$ cat src/rtl/adsr_pkg.sv
/*
 * Shared constants for the serial readout of a 16-bit converter.
 * Assumes a 200 MHz system clock on both ends.
 */
package adsr_pkg;
    localparam int unsigned CLK_MHZ = 200;
    localparam int unsigned RESULT_BITS = 16;
    localparam int unsigned CONV_NOM_US = 16600;
    localparam int unsigned CONV_MAX_US = 23000;
    localparam int unsigned CONV_NOM_CYC = CONV_NOM_US * CLK_MHZ;
    localparam int unsigned CONV_MAX_CYC = CONV_MAX_US * CLK_MHZ;
    localparam int unsigned SCK_HALF_CYC = 16;
    localparam logic [15:0] RESULT_RESET = 16'h8000;
    localparam logic [15:0] RESULT_MAX = 16'hFFFF;
    localparam logic [15:0] RESULT_MIN = 16'h0000;
    typedef enum logic [1:0] {
        ADSR_CONVERT,
        ADSR_SLEEP,
        ADSR_OUTPUT
    } adsr_state_t;
endpackage
$ cat src/rtl/adsr_if.sv
/*
 * Three-wire link between the converter and its host.
 * Resolves the data pin from its output enable, reading high when released.
 */
`timescale 1ns/1ps
`default_nettype none
interface adsr_if;
    logic sck;
    logic cs_n;
    logic sdo_o;
    logic sdo_oe;
    logic sdo;
    assign sdo = sdo_oe ? sdo_o : 1'b1;
    modport dev (input sck, input cs_n, output sdo_o, output sdo_oe);
    modport host (output sck, output cs_n, input sdo);
endinterface
`default_nettype wire

$ cat src/rtl/adsr_device.sv
/*
 * Converter end: conversion timer, sleep, and serial result output.
 * Assumes the host drives clock and chip select asynchronously to clk_sys.
 */
// Operation
// - Clock high, select low: data shows busy
// - Conversion takes a fixed nominal time
// - Works with either clock idle level
// - After sixteen bits, select rise or next clock fall restarts
// - Select rise during output aborts and restarts
// - Status polling only with clock idling high
// - Seventeenth falling edge restarts with idle-high clock
// - Idle-low: sixteenth falling edge restarts
// - Clock low: select pulse gives sign, restarts
// - Clock pulses during conversion change nothing
// - Two-wire host ties select low
// - Two-wire idle-high: sleep, data low, then read
// - Two-wire idle-low: skip sleep, present sign
// - Two-wire host checks data levels, forces restart; host here uses its timer, restarts idle-high only with use_extra_pulse
// - Next bit after each falling edge, MSB first
// - Sleep holds result until select and clock low
// - Offset binary result clamped to code limits
`timescale 1ns/1ps
`default_nettype none
module adsr_device #(
    parameter int unsigned CONV_CYC = adsr_pkg::CONV_NOM_CYC
) (
    input wire logic clk_sys,
    input wire logic reset_n,
    adsr_if.dev link,
    input wire logic signed [16:0] sample_in,
    output logic conv_done,
    output var adsr_pkg::adsr_state_t state
);
    import adsr_pkg::*;

    logic [1:0] sck_sync_ff;
    logic [1:0] cs_sync_ff;
    logic sck_d_ff;
    logic cs_d_ff;
    logic [31:0] conv_cnt_ff;
    logic [15:0] result_ff;
    logic [15:0] shift_ff;
    logic [4:0] fall_cnt_ff;
    logic sdo_ff;
    adsr_state_t state_ff;
    adsr_state_t nxt_state;
    logic sck;
    logic cs_n;
    logic sck_fall;
    logic cs_rise;
    logic conv_end;
    logic restart;

    // Clamp a signed offset-binary sum to the 16-bit code range.
    function automatic logic [15:0] clamp_code(input logic signed [16:0] v);
        logic signed [17:0] s;
        s = 18'(v) + 18'sd32768;
        if (s > 18'sd65535) begin
            return RESULT_MAX;
        end else if (s < 18'sd0) begin
            return RESULT_MIN;
        end
        return s[15:0];
    endfunction

    assign sck = sck_sync_ff[1];
    assign cs_n = cs_sync_ff[1];
    assign sck_fall = sck_d_ff & ~sck;
    assign cs_rise = ~cs_d_ff & cs_n;
    assign conv_end = (state_ff == ADSR_CONVERT) && (conv_cnt_ff == CONV_CYC - 1);
    // Restart on select rise at any point during output (abort), or on the falling edge after all bits.
    assign restart = cs_rise || (sck_fall && fall_cnt_ff == 5'(RESULT_BITS - 1));

    always_ff @(posedge clk_sys or negedge reset_n) begin
        if (!reset_n) begin
            sck_sync_ff <= 2'h0;
            cs_sync_ff <= 2'h3;
            sck_d_ff <= 1'b0;
            cs_d_ff <= 1'b1;
        end else begin
            sck_sync_ff <= {sck_sync_ff[0], link.sck};
            cs_sync_ff <= {cs_sync_ff[0], link.cs_n};
            sck_d_ff <= sck;
            cs_d_ff <= cs_n;
        end
    end

    always_comb begin
        nxt_state = state_ff;
        unique case (state_ff)
            ADSR_CONVERT: begin
                // Clock edges here are ignored; only the timer ends it.
                if (conv_end) begin
                    nxt_state = ADSR_SLEEP;
                end
            end
            ADSR_SLEEP: begin
                // Select low with clock low also covers two-wire idle-low skipping sleep.
                if (!cs_n && !sck) begin
                    nxt_state = ADSR_OUTPUT;
                end
            end
            ADSR_OUTPUT: begin
                if (restart) begin
                    nxt_state = ADSR_CONVERT;
                end
            end
        endcase
    end

    always_ff @(posedge clk_sys or negedge reset_n) begin
        if (!reset_n) begin
            state_ff <= ADSR_CONVERT;
        end else begin
            state_ff <= nxt_state;
        end
    end

    always_ff @(posedge clk_sys or negedge reset_n) begin
        if (!reset_n) begin
            conv_cnt_ff <= 32'h0;
            result_ff <= RESULT_RESET;
        end else if (state_ff != ADSR_CONVERT) begin
            conv_cnt_ff <= 32'h0;
        end else if (conv_end) begin
            conv_cnt_ff <= 32'h0;
            result_ff <= clamp_code(sample_in);
        end else begin
            conv_cnt_ff <= conv_cnt_ff + 32'h1;
        end
    end

    // Each falling edge in output that does not restart shifts the next bit out, MSB first.
    always_ff @(posedge clk_sys or negedge reset_n) begin
        if (!reset_n) begin
            shift_ff <= 16'h0;
            fall_cnt_ff <= 5'h0;
        end else if (state_ff != ADSR_OUTPUT) begin
            shift_ff <= result_ff;
            fall_cnt_ff <= 5'h0;
        end else if (sck_fall && !restart) begin
            shift_ff <= {shift_ff[14:0], 1'b0};
            fall_cnt_ff <= fall_cnt_ff + 5'h1;
        end
    end

    // Status shows high while converting, low in sleep; output shows the current bit.
    always_ff @(posedge clk_sys or negedge reset_n) begin
        if (!reset_n) begin
            sdo_ff <= 1'b1;
        end else begin
            unique case (nxt_state)
                ADSR_CONVERT: sdo_ff <= 1'b1;
                ADSR_SLEEP: sdo_ff <= 1'b0;
                ADSR_OUTPUT: begin
                    if (state_ff != ADSR_OUTPUT) begin
                        sdo_ff <= result_ff[15];
                    end else if (sck_fall) begin
                        sdo_ff <= shift_ff[14];
                    end
                end
            endcase
        end
    end

    assign link.sdo_o = sdo_ff;
    assign link.sdo_oe = ~cs_n;
    assign conv_done = conv_end;
    assign state = state_ff;
endmodule
`default_nettype wire

$ cat src/flat_wrapper.sv
// flat-port wrapper written by rule: the top's interface ports become plain ports
module adsr_device_flat import adsr_pkg::*;
#(
    parameter int unsigned CONV_CYC = adsr_pkg::CONV_NOM_CYC
)
  (clk_sys, reset_n, sample_in, conv_done, state, link_sck, link_cs_n, link_sdo_o, link_sdo_oe);
  adsr_if link_i ();
  input wire logic clk_sys;
  input wire logic reset_n;
  input wire logic signed [16:0] sample_in;
  output logic conv_done;
  output var adsr_pkg::adsr_state_t state;
  input wire logic [$bits(link_i.sck)-1:0] link_sck;
  input wire logic [$bits(link_i.cs_n)-1:0] link_cs_n;
  output wire logic [$bits(link_i.sdo_o)-1:0] link_sdo_o;
  output wire logic [$bits(link_i.sdo_oe)-1:0] link_sdo_oe;
  assign link_i.sck = link_sck;
  assign link_i.cs_n = link_cs_n;
  assign link_sdo_o = link_i.sdo_o;
  assign link_sdo_oe = link_i.sdo_oe;
  adsr_device #(.CONV_CYC(CONV_CYC)) u_core (.clk_sys(clk_sys), .reset_n(reset_n), .link(link_i), .sample_in(sample_in), .conv_done(conv_done), .state(state));
endmodule
$ cat config.mk
export PLATFORM = sky130hd
export DESIGN_NAME = adsr_device_flat
export DESIGN_NICKNAME = d
export VERILOG_FILES = /design/src/rtl/adsr_pkg.sv /design/src/rtl/adsr_if.sv /design/src/rtl/adsr_device.sv /design/src/flat_wrapper.sv
export SDC_FILE = /design/constraint.sdc
export NUM_CORES = 1
export LEC_CHECK = 0
export BUFFER_PORTS_ARGS = -buffer_cell sky130_fd_sc_hd__buf_2
export CORE_ASPECT_RATIO = 1.5
export CORE_MARGIN = 1.5
export CORE_UTILIZATION = 45
export CTS_BUF_LIST = sky130_fd_sc_hd__clkbuf_16
export DETAILED_ROUTE_END_ITERATION = 7
export GPL_TIMING_DRIVEN = 0
export HOLD_SLACK_MARGIN = 0.06
export SETUP_SLACK_MARGIN = 0.05
export SLEW_MARGIN = 40
export SYNTH_ARGS = -nofsm -noshare
export SYNTH_HDL_FRONTEND = slang
export SYNTH_SLANG_ARGS = --single-unit
$ cat constraint.sdc
create_clock -name clk_sys -period 2.4 [get_ports clk_sys]
set_input_delay 0.12 -clock clk_sys [delete_from_list [all_inputs] [get_ports clk_sys]]
set_output_delay 0.12 -clock clk_sys [all_outputs]
set_load 0.02 [all_outputs]
==> results of run 1 <==
[cell usage after synthesis, drive strengths merged, types with 2 or more instances]
master / count / area share (%)
and4: 3 / 0.67
nand2b: 2 / 0.32
mux2: 16 / 4.6
o41ai: 2 / 0.45
and2: 4 / 0.64
o21ai: 22 / 2.8
xor2: 11 / 2.5
or3: 4 / 0.64
nor2: 33 / 3.2
o31ai: 14 / 2.7
inv: 10 / 0.96
xnor2: 4 / 0.89
and3: 8 / 1.3
nand4: 15 / 2.6
buf: 5 / 0.73
nor4: 4 / 0.64
or4: 13 / 2.5
nor4b: 3 / 0.67
nor2b: 16 / 2.6
a21oi: 33 / 4.2
nand2: 13 / 1.2
mux2i: 16 / 4.1
nand3: 20 / 2.6
clkbuf: 16 / 1.5
dfstp: 5 / 3.4
ha: 7 / 2.2
dfrtp: 72 / 46
nor3: 3 / 0.51
a211oi: 2 / 0.38
[registers in the layout, indices dropped and copies added, names as in the netlist]
name and flops:
u_core.shift_ff 15, u_core.conv_cnt_ff 32, u_core.cs_d_ff 1, u_core.sck_sync_ff 2, u_core.result_ff 16, u_core.sck_d_ff 1, u_core.fall_cnt_ff 5, u_core.cs_sync_ff 2
u_core.link.sdo_o 1, u_core.state 2
[cell type report]
| cell class | count | area, µm² |
|---|---|---|
| fill | 773 | 3705 |
| inverter | 10 | 37.54 |
| multi-input combinational | 280 | 1936 |
| sequential | 77 | 1937 |
| buffer | 20 | 98.84 |
| tap | 107 | 133.9 |
| clock buffer | 9 | 225.2 |
| timing repair buffer | 34 | 226.5 |
| clock inverter | 7 | 113.9 |
[power breakdown]
part           switching, mW  leakage (nW)  internal [mW]
sequential           0.00394          1.03           1.31
clock                  0.530         0.169           1.01
combinational         0.0713         0.948         0.0533
total                  0.605          2.15           2.37
[worst max-delay path, stage by stage (launching register included)]
cell and delay, ns:
dfrtp_1 0.46, nand4_4 0.16, or4_1 0.53, buf_2 0.18, buf_6 0.15, or4_1 0.47, a21oi_1 0.19
[per-layer routing]
metal,share of wire (%),vias to the layer above,routed length (µm),GRT usage [%]
met5,0,-,0,0
met4,3.2,0,260,10.96
met3,2.6,18,207,3.658
met2,53,53,4266,31.94
met1,42,1468,3369,22.65
li1,-,1515,-,-
[worst max path at each step]
stage,start,endpoint,slack (ns)
3_5_place_dp,u_core.state[0],u_core.result_ff[12],-0.31
2_1_floorplan,u_core.fall_cnt_ff[0],u_core.shift_ff[10],0.09
3_3_place_gp,u_core.state[0],u_core.result_ff[13],-0.28
4_1_cts,u_core.state[1],conv_done,0.06
5_1_grt,u_core.conv_cnt_ff[10],u_core.conv_cnt_ff[25],0.06
6_report,u_core.conv_cnt_ff[10],u_core.conv_cnt_ff[27],0.17
[cells by family after synthesis]
family / count (synthesis)
buffers and inverters: 31
and+or+nand+nor: 147
muxes: 32
xor gates and xnor gates: 15
DFF: 77
adders and majority gates: 7
AOI/OAI and AO/OA: 79
[repair_timing]
item,in CTS,in global routing
gates resized for setup,10,17
endpoints found under the setup margin,57,24
hold buffers,3,0
endpoints found under the hold margin,74,0
buffers inserted,3,2
pin swaps,3,1
==> results.md, run 1 <==
* Status: completed
* Synth Instances at around 390
* Placed cell area at 0.004224 mm²
* Non-Filler Instances at about 540
* Detailed Routing Iterations Pass 1 at 4
* Synth-to-Final Area Change at 20.11%
* Final Wtd Congestion at 0.8075
* Post-route cell area at approximately 0.0047 mm²
* R2r setup slk at 0.17 ns
* Total Power at a little under 3 mW
* DR vias at 3,054
* Setup Skew at 0.003694 ns
* Multiplexer share of the synthesized area at 8.682%
* Ant diodes at 0
* Ys Warns at 0
* Distinct cell type count after synthesis at 47
* Main synth FF type: dfrtp_1
* Max-cap check violation count at 0
* Slew HR at 48.74%
* VDD IR max at 0.3959 mV
* Fmax at 449.1 MHz
* Setup_tns at 0 ns
* Share of synthesized registers carrying an async set or reset at between 90% and 100%
* CTS tree: done
* Remaining DRCs at 0
* Worst Setup End Kind: flop
* Number of vias per cell at 5.614
* EDFF count, synth at 0
* Synth Area in Adders at around 2.2%
* Final nets at 460
* WP data required at 2.65 ns
* RSZ-0062 raised after global routing: no
* H-Tree Depth at 3
* Longest Clk Path Bufs at 2
* Die Width at 79.21 µm
* Pre-CTS setup slack at -0.3078 ns
* Max Slew Vio Count at 0
* Iter 0 DRT Violations at approximately 180
* Final setup vio count at 0
* Chip height at 117.3 µm
* Vias in the first global route at 3,034
* Worst-path clk slew at 0.06 ns
* Final min period at 2.226 ns
* Power Density at 631.9 mW/mm²
* Static Leak at 2.150 nW
* Commonest non-fill, non-tap cells in the layout: dfrtp_1, nor2_1, a21oi_1, buf_2
* Share of layout cells above drive strength 1 at 21.51%
* Syn avg cell area at ~10 µm²
* # IOs at 26
* Port bufs at 25
* Clk sinks at 77
* Rows at slightly above 40
* Overall routed net length at 8.103 mm
* Final Hold Viols at 0
* Worst Tran Pin Value at 0.7589 ns
* First-pass GRT wire length at 14.03 mm
* Reg2reg end: u_core.conv_cnt_ff[27]
* DR WL/cell at ~15 µm
* RR Startpoint: u_core.conv_cnt_ff[10]
* Simple-Gate Fraction of Synth Area at 21.29%
* CP max FO at 10
* Post-DP HPWL at 5.885 mm
* XOR/XNOR Fraction of Synth Area at 3.351%
* Root Buffer: clkbuf_16
* Most common cell after layout, fill and taps aside: dfrtp_1
* Grt ovf at 0
* Largest net degree at the start of global routing at a little under 60
* CORE AREA at 0.008413 mm²
* Final worst path period share at 92.77%
* Gr usage total at 19.18%
* Main combinational cell family by area after synthesis: simple AND/OR/NAND/NOR gates
* Netlist Area Pre-Place at 0.003920 mm²
* Reg2Reg Depth at 6
* Remaining antenna violation count after routing at 0
* Register area share after synthesis at 49.31%
* Seq cells post-synth at just under 80
* Hold Crit Class: in -> async
* Worst-skew pair later-pin latency at 0.33 ns
* Crit path launch type: flop
* Num CTS Buffers at 9
* Antenna violations before repair at 0
* Synthesized net count at between 400 and 500
* Final setup margin at 0.1735 ns
* Hold WS at 0.1891 ns
* Compound-Gate Fraction of Synth Area at 11.91%
* Placed Cells at between 500 and 600
* Crit path kind: reg -> reg
* Die area at 0.009292 mm²
* Initial Util at 46.59%
* Finished Core Util at 55.96%
* Crit path DAT at 2.48 ns
Note: power is estimated with default switching activity, not from simulation.
==> run 2, diff against run 1 <==
Settings changed: REMOVE_ABC_BUFFERS set to 1.
==> results.md, run 2 (synthesis gave the netlist of run 1 again) <==
* Status: completed
* Gate power share at 4.6% (+0.4 points)
* Synth-to-Final Area Change at 16.82%
* Critical-path cell list: nor4b_1 -> nand4_1 -> buf_4 -> o31ai_4 -> buf_6 -> buf_6 -> nor2_1
* Most common cell after layout, fill and taps aside: dfrtp_1
* Port bufs at 25 (unchanged)
* Reg power frac at 48.8% (+4.8 points)
* Worst-path clk slew at 0.06 ns (about the same)
* Initial Util at 46.59% (unchanged)
* Worst Tran Pin Value at 0.6007 ns (-0.1582 ns)
* Remaining antenna violation count after routing at 0 (unchanged)
* Die Width at 79.21 µm (unchanged)
* VDD IR max at 0.3550 mV (-10%)
* Placed cell area at 0.004184 mm² (-0.95%)
* # IOs at 26 (unchanged)
* Net Sw Frac at 23.33% (+3.0 points)
* Longest Clk Path Bufs at 2 (unchanged)
* Remaining DRCs at 0 (unchanged)
* Worst Setup End Kind: flop
* Detailed Routing Iterations Pass 1 at 4 (unchanged)
* Largest net degree at the start of global routing at 46 (-22%)
* Final Wtd Congestion at 0.7780 (-3.7%)
* CP peak stage delay at 0.51 ns (-0.02 ns)
* Number of fill cells at 786 (+1.7%)
* Share of layout cells above drive strength 1 at 20.00% (-1.5 points)
* Crit path kind: reg -> reg
* CORE AREA at 0.008413 mm² (unchanged)
* Vias in the first global route at 2,934 (-3.3%)
* Clk sinks at 77 (unchanged)
* Num CTS Buffers at 9 (unchanged)
* CP max FO at 14 (+4)
* Gr usage total at 18.31% (-0.88 points)
* Fmax at 449.6 MHz (+0.11%)
* Commonest non-fill, non-tap cells in the layout: dfrtp_1, nor2_1, a21oi_1, buf_2
* Largest Register: u_core.conv_cnt_ff
* Setup Skew at 0.006668 ns (+0.002974 ns)
* H-Tree Depth at 3 (unchanged)
* WP data required at 2.63 ns (-0.02 ns)
* Crit path launch type: flop
* Clock share of power at 46.6% (-5.2 points)
* Final nets at 443 (-3.7%)
* Ant diodes at 0 (unchanged)
* Sequential cell area at 0.001933 mm² (-0.19%)
* Final Hold Viols at 0 (unchanged)
* Iter 0 DRT Violations at 144 (-19%)
* Static Leak at 2.056 nW (-4.4%)
* Crit path DAT at 2.45 ns (-0.03 ns)
* Root Buffer: clkbuf_16
* Rows at 41 (unchanged)
* Max reg flops at 32 (unchanged)
* Final min period at 2.224 ns (-0.002501 ns)
* Post-DP HPWL at 5.291 mm (-10%)
* Total Power at 2.686 mW (-9.7%)
* Number of vias per cell at 5.655 (+0.72%)
* Chip height at 117.3 µm (unchanged)
* Post-route cell area at 0.004579 mm² (-2.7%)
* Cell with the most instances on the worst path: buf_6
* Grt ovf at 0 (unchanged)
* Overall routed net length at 7.807 mm (-3.7%)
* Internal power at 2.059 mW (-13%)
* Max Slew Vio Count at 0 (unchanged)
* Die area at 0.009292 mm² (unchanged)
* Final setup vio count at 0 (unchanged)
* Worst-skew pair later-pin latency at 0.34 ns (about the same)
* RSZ-0062 raised after global routing: no
* DR vias at 2,980 (-2.4%)
* Final worst path period share at 92.66% (-0.10 points)
* Antenna violations before repair at 0 (unchanged)
* Biggest regs: u_core.conv_cnt_ff (32), u_core.result_ff (16), u_core.shift_ff (15)
* Slowest cell on the critical path: nor4b_1
* First-pass GRT wire length at 13.39 mm (-4.6%)
* Multi-input gate area at 0.001937 mm² (about the same)
* Slew HR at 59.52% (+11 points)
* Max-cap check violation count at 0 (unchanged)
* Psw at 0.6266 mW (+3.6%)
* DR WL/cell at 14.81 µm (-0.54%)
* CTS tree: done
* Hold Crit Class: in -> reg
* Hold WS at 0.2041 ns (+0.01509 ns)
* Power Density at 586.5 mW/mm² (-7.2%)
run 2: cell count changes in the layout (fill, tap and decap cells not counted), sizes merged:
cell      before  now
clkinvlp       0    3
bufinv         3    0
clkbuf        24    9
buf           36   34
run 2: cell type report:
| type | instances | area share [%] |
|---|---|---|
| well taps | 107 | 2.923 |
| multi-input cells | 280 | 42.30 |
| clock inverters | 7 | 1.148 |
| inverters | 10 | 0.8197 |
| clock buffers | 9 | 4.918 |
| flip-flops and latches | 77 | 42.21 |
| repair buffers | 37 | 5.683 |
run 2: power by group through the flow:
stage	combinational [mW]	sequential, mW	clock [mW]
after floorplan	0.0557	1.33	0
after global placement	0.113	1.33	0
after detailed placement	0.123	1.33	0
after CTS	0.128	1.31	1.28
after global routing	0.142	1.31	1.33
final	0.124	1.31	1.25
run 2: worst max-delay path: cells and delay by family, from the launching register on:
kind                   cells  cell delay (ns)
AND/OR/NAND/NOR            3             0.85
buffers and inverters      3             0.58
flip-flops                 1             0.46
AO/OA/AOI/OAI              1             0.22
run 2: metrics by stage:
stage                     TNS (ns)  util, %  setup WS (ns)  instances
final                            0    54.43         0.1760        527
after global routing             0    54.43        0.01800        527
after CTS                        0    54.02        0.07165        526
after detailed placement    -8.227    49.73        -0.3181        503
after global placement      -76.69    48.62         -2.152        499
after floorplan             -30.64        -        -0.8920        367
run 2: what timing repair did:
action | CTS | global route
setup buffers | 4 | 1
hold buffers | 3 | 0
endpoints found under the hold margin | 79 | 0
pin swaps | 3 | 3
endpoints found under the setup margin | 65 | 33
resized for setup | 5 | 6
run 2: path summary, 6_finish.rpt:
check / start / to / slack, ns / depth (start not counted)
worst max-delay path: u_core.conv_cnt_ff[9] / u_core.conv_cnt_ff[12] / 0.18 / 7
worst min-delay path: sample_in[9] / u_core.result_ff[9] / 0.20 / 4
worst max register to register: u_core.conv_cnt_ff[9] / u_core.conv_cnt_ff[12] / 0.18 / 7
worst min register to register: u_core.sck_sync_ff[0] / u_core.sck_sync_ff[1] / 0.36 / 0
max in group asynchronous: reset_n / u_core.shift_ff[5] / 1.65 / 3
min in group asynchronous: reset_n / u_core.conv_cnt_ff[24] / 0.23 / 2
run 2: per-layer routing:
layer	global-route usage, %	wire (µm)	up-vias
met5	0	0	-
met3	3.813	262	17
met1	21.25	3324	1428
met2	30.61	3989	50
li1	-	-	1485
met4	10.53	230	0
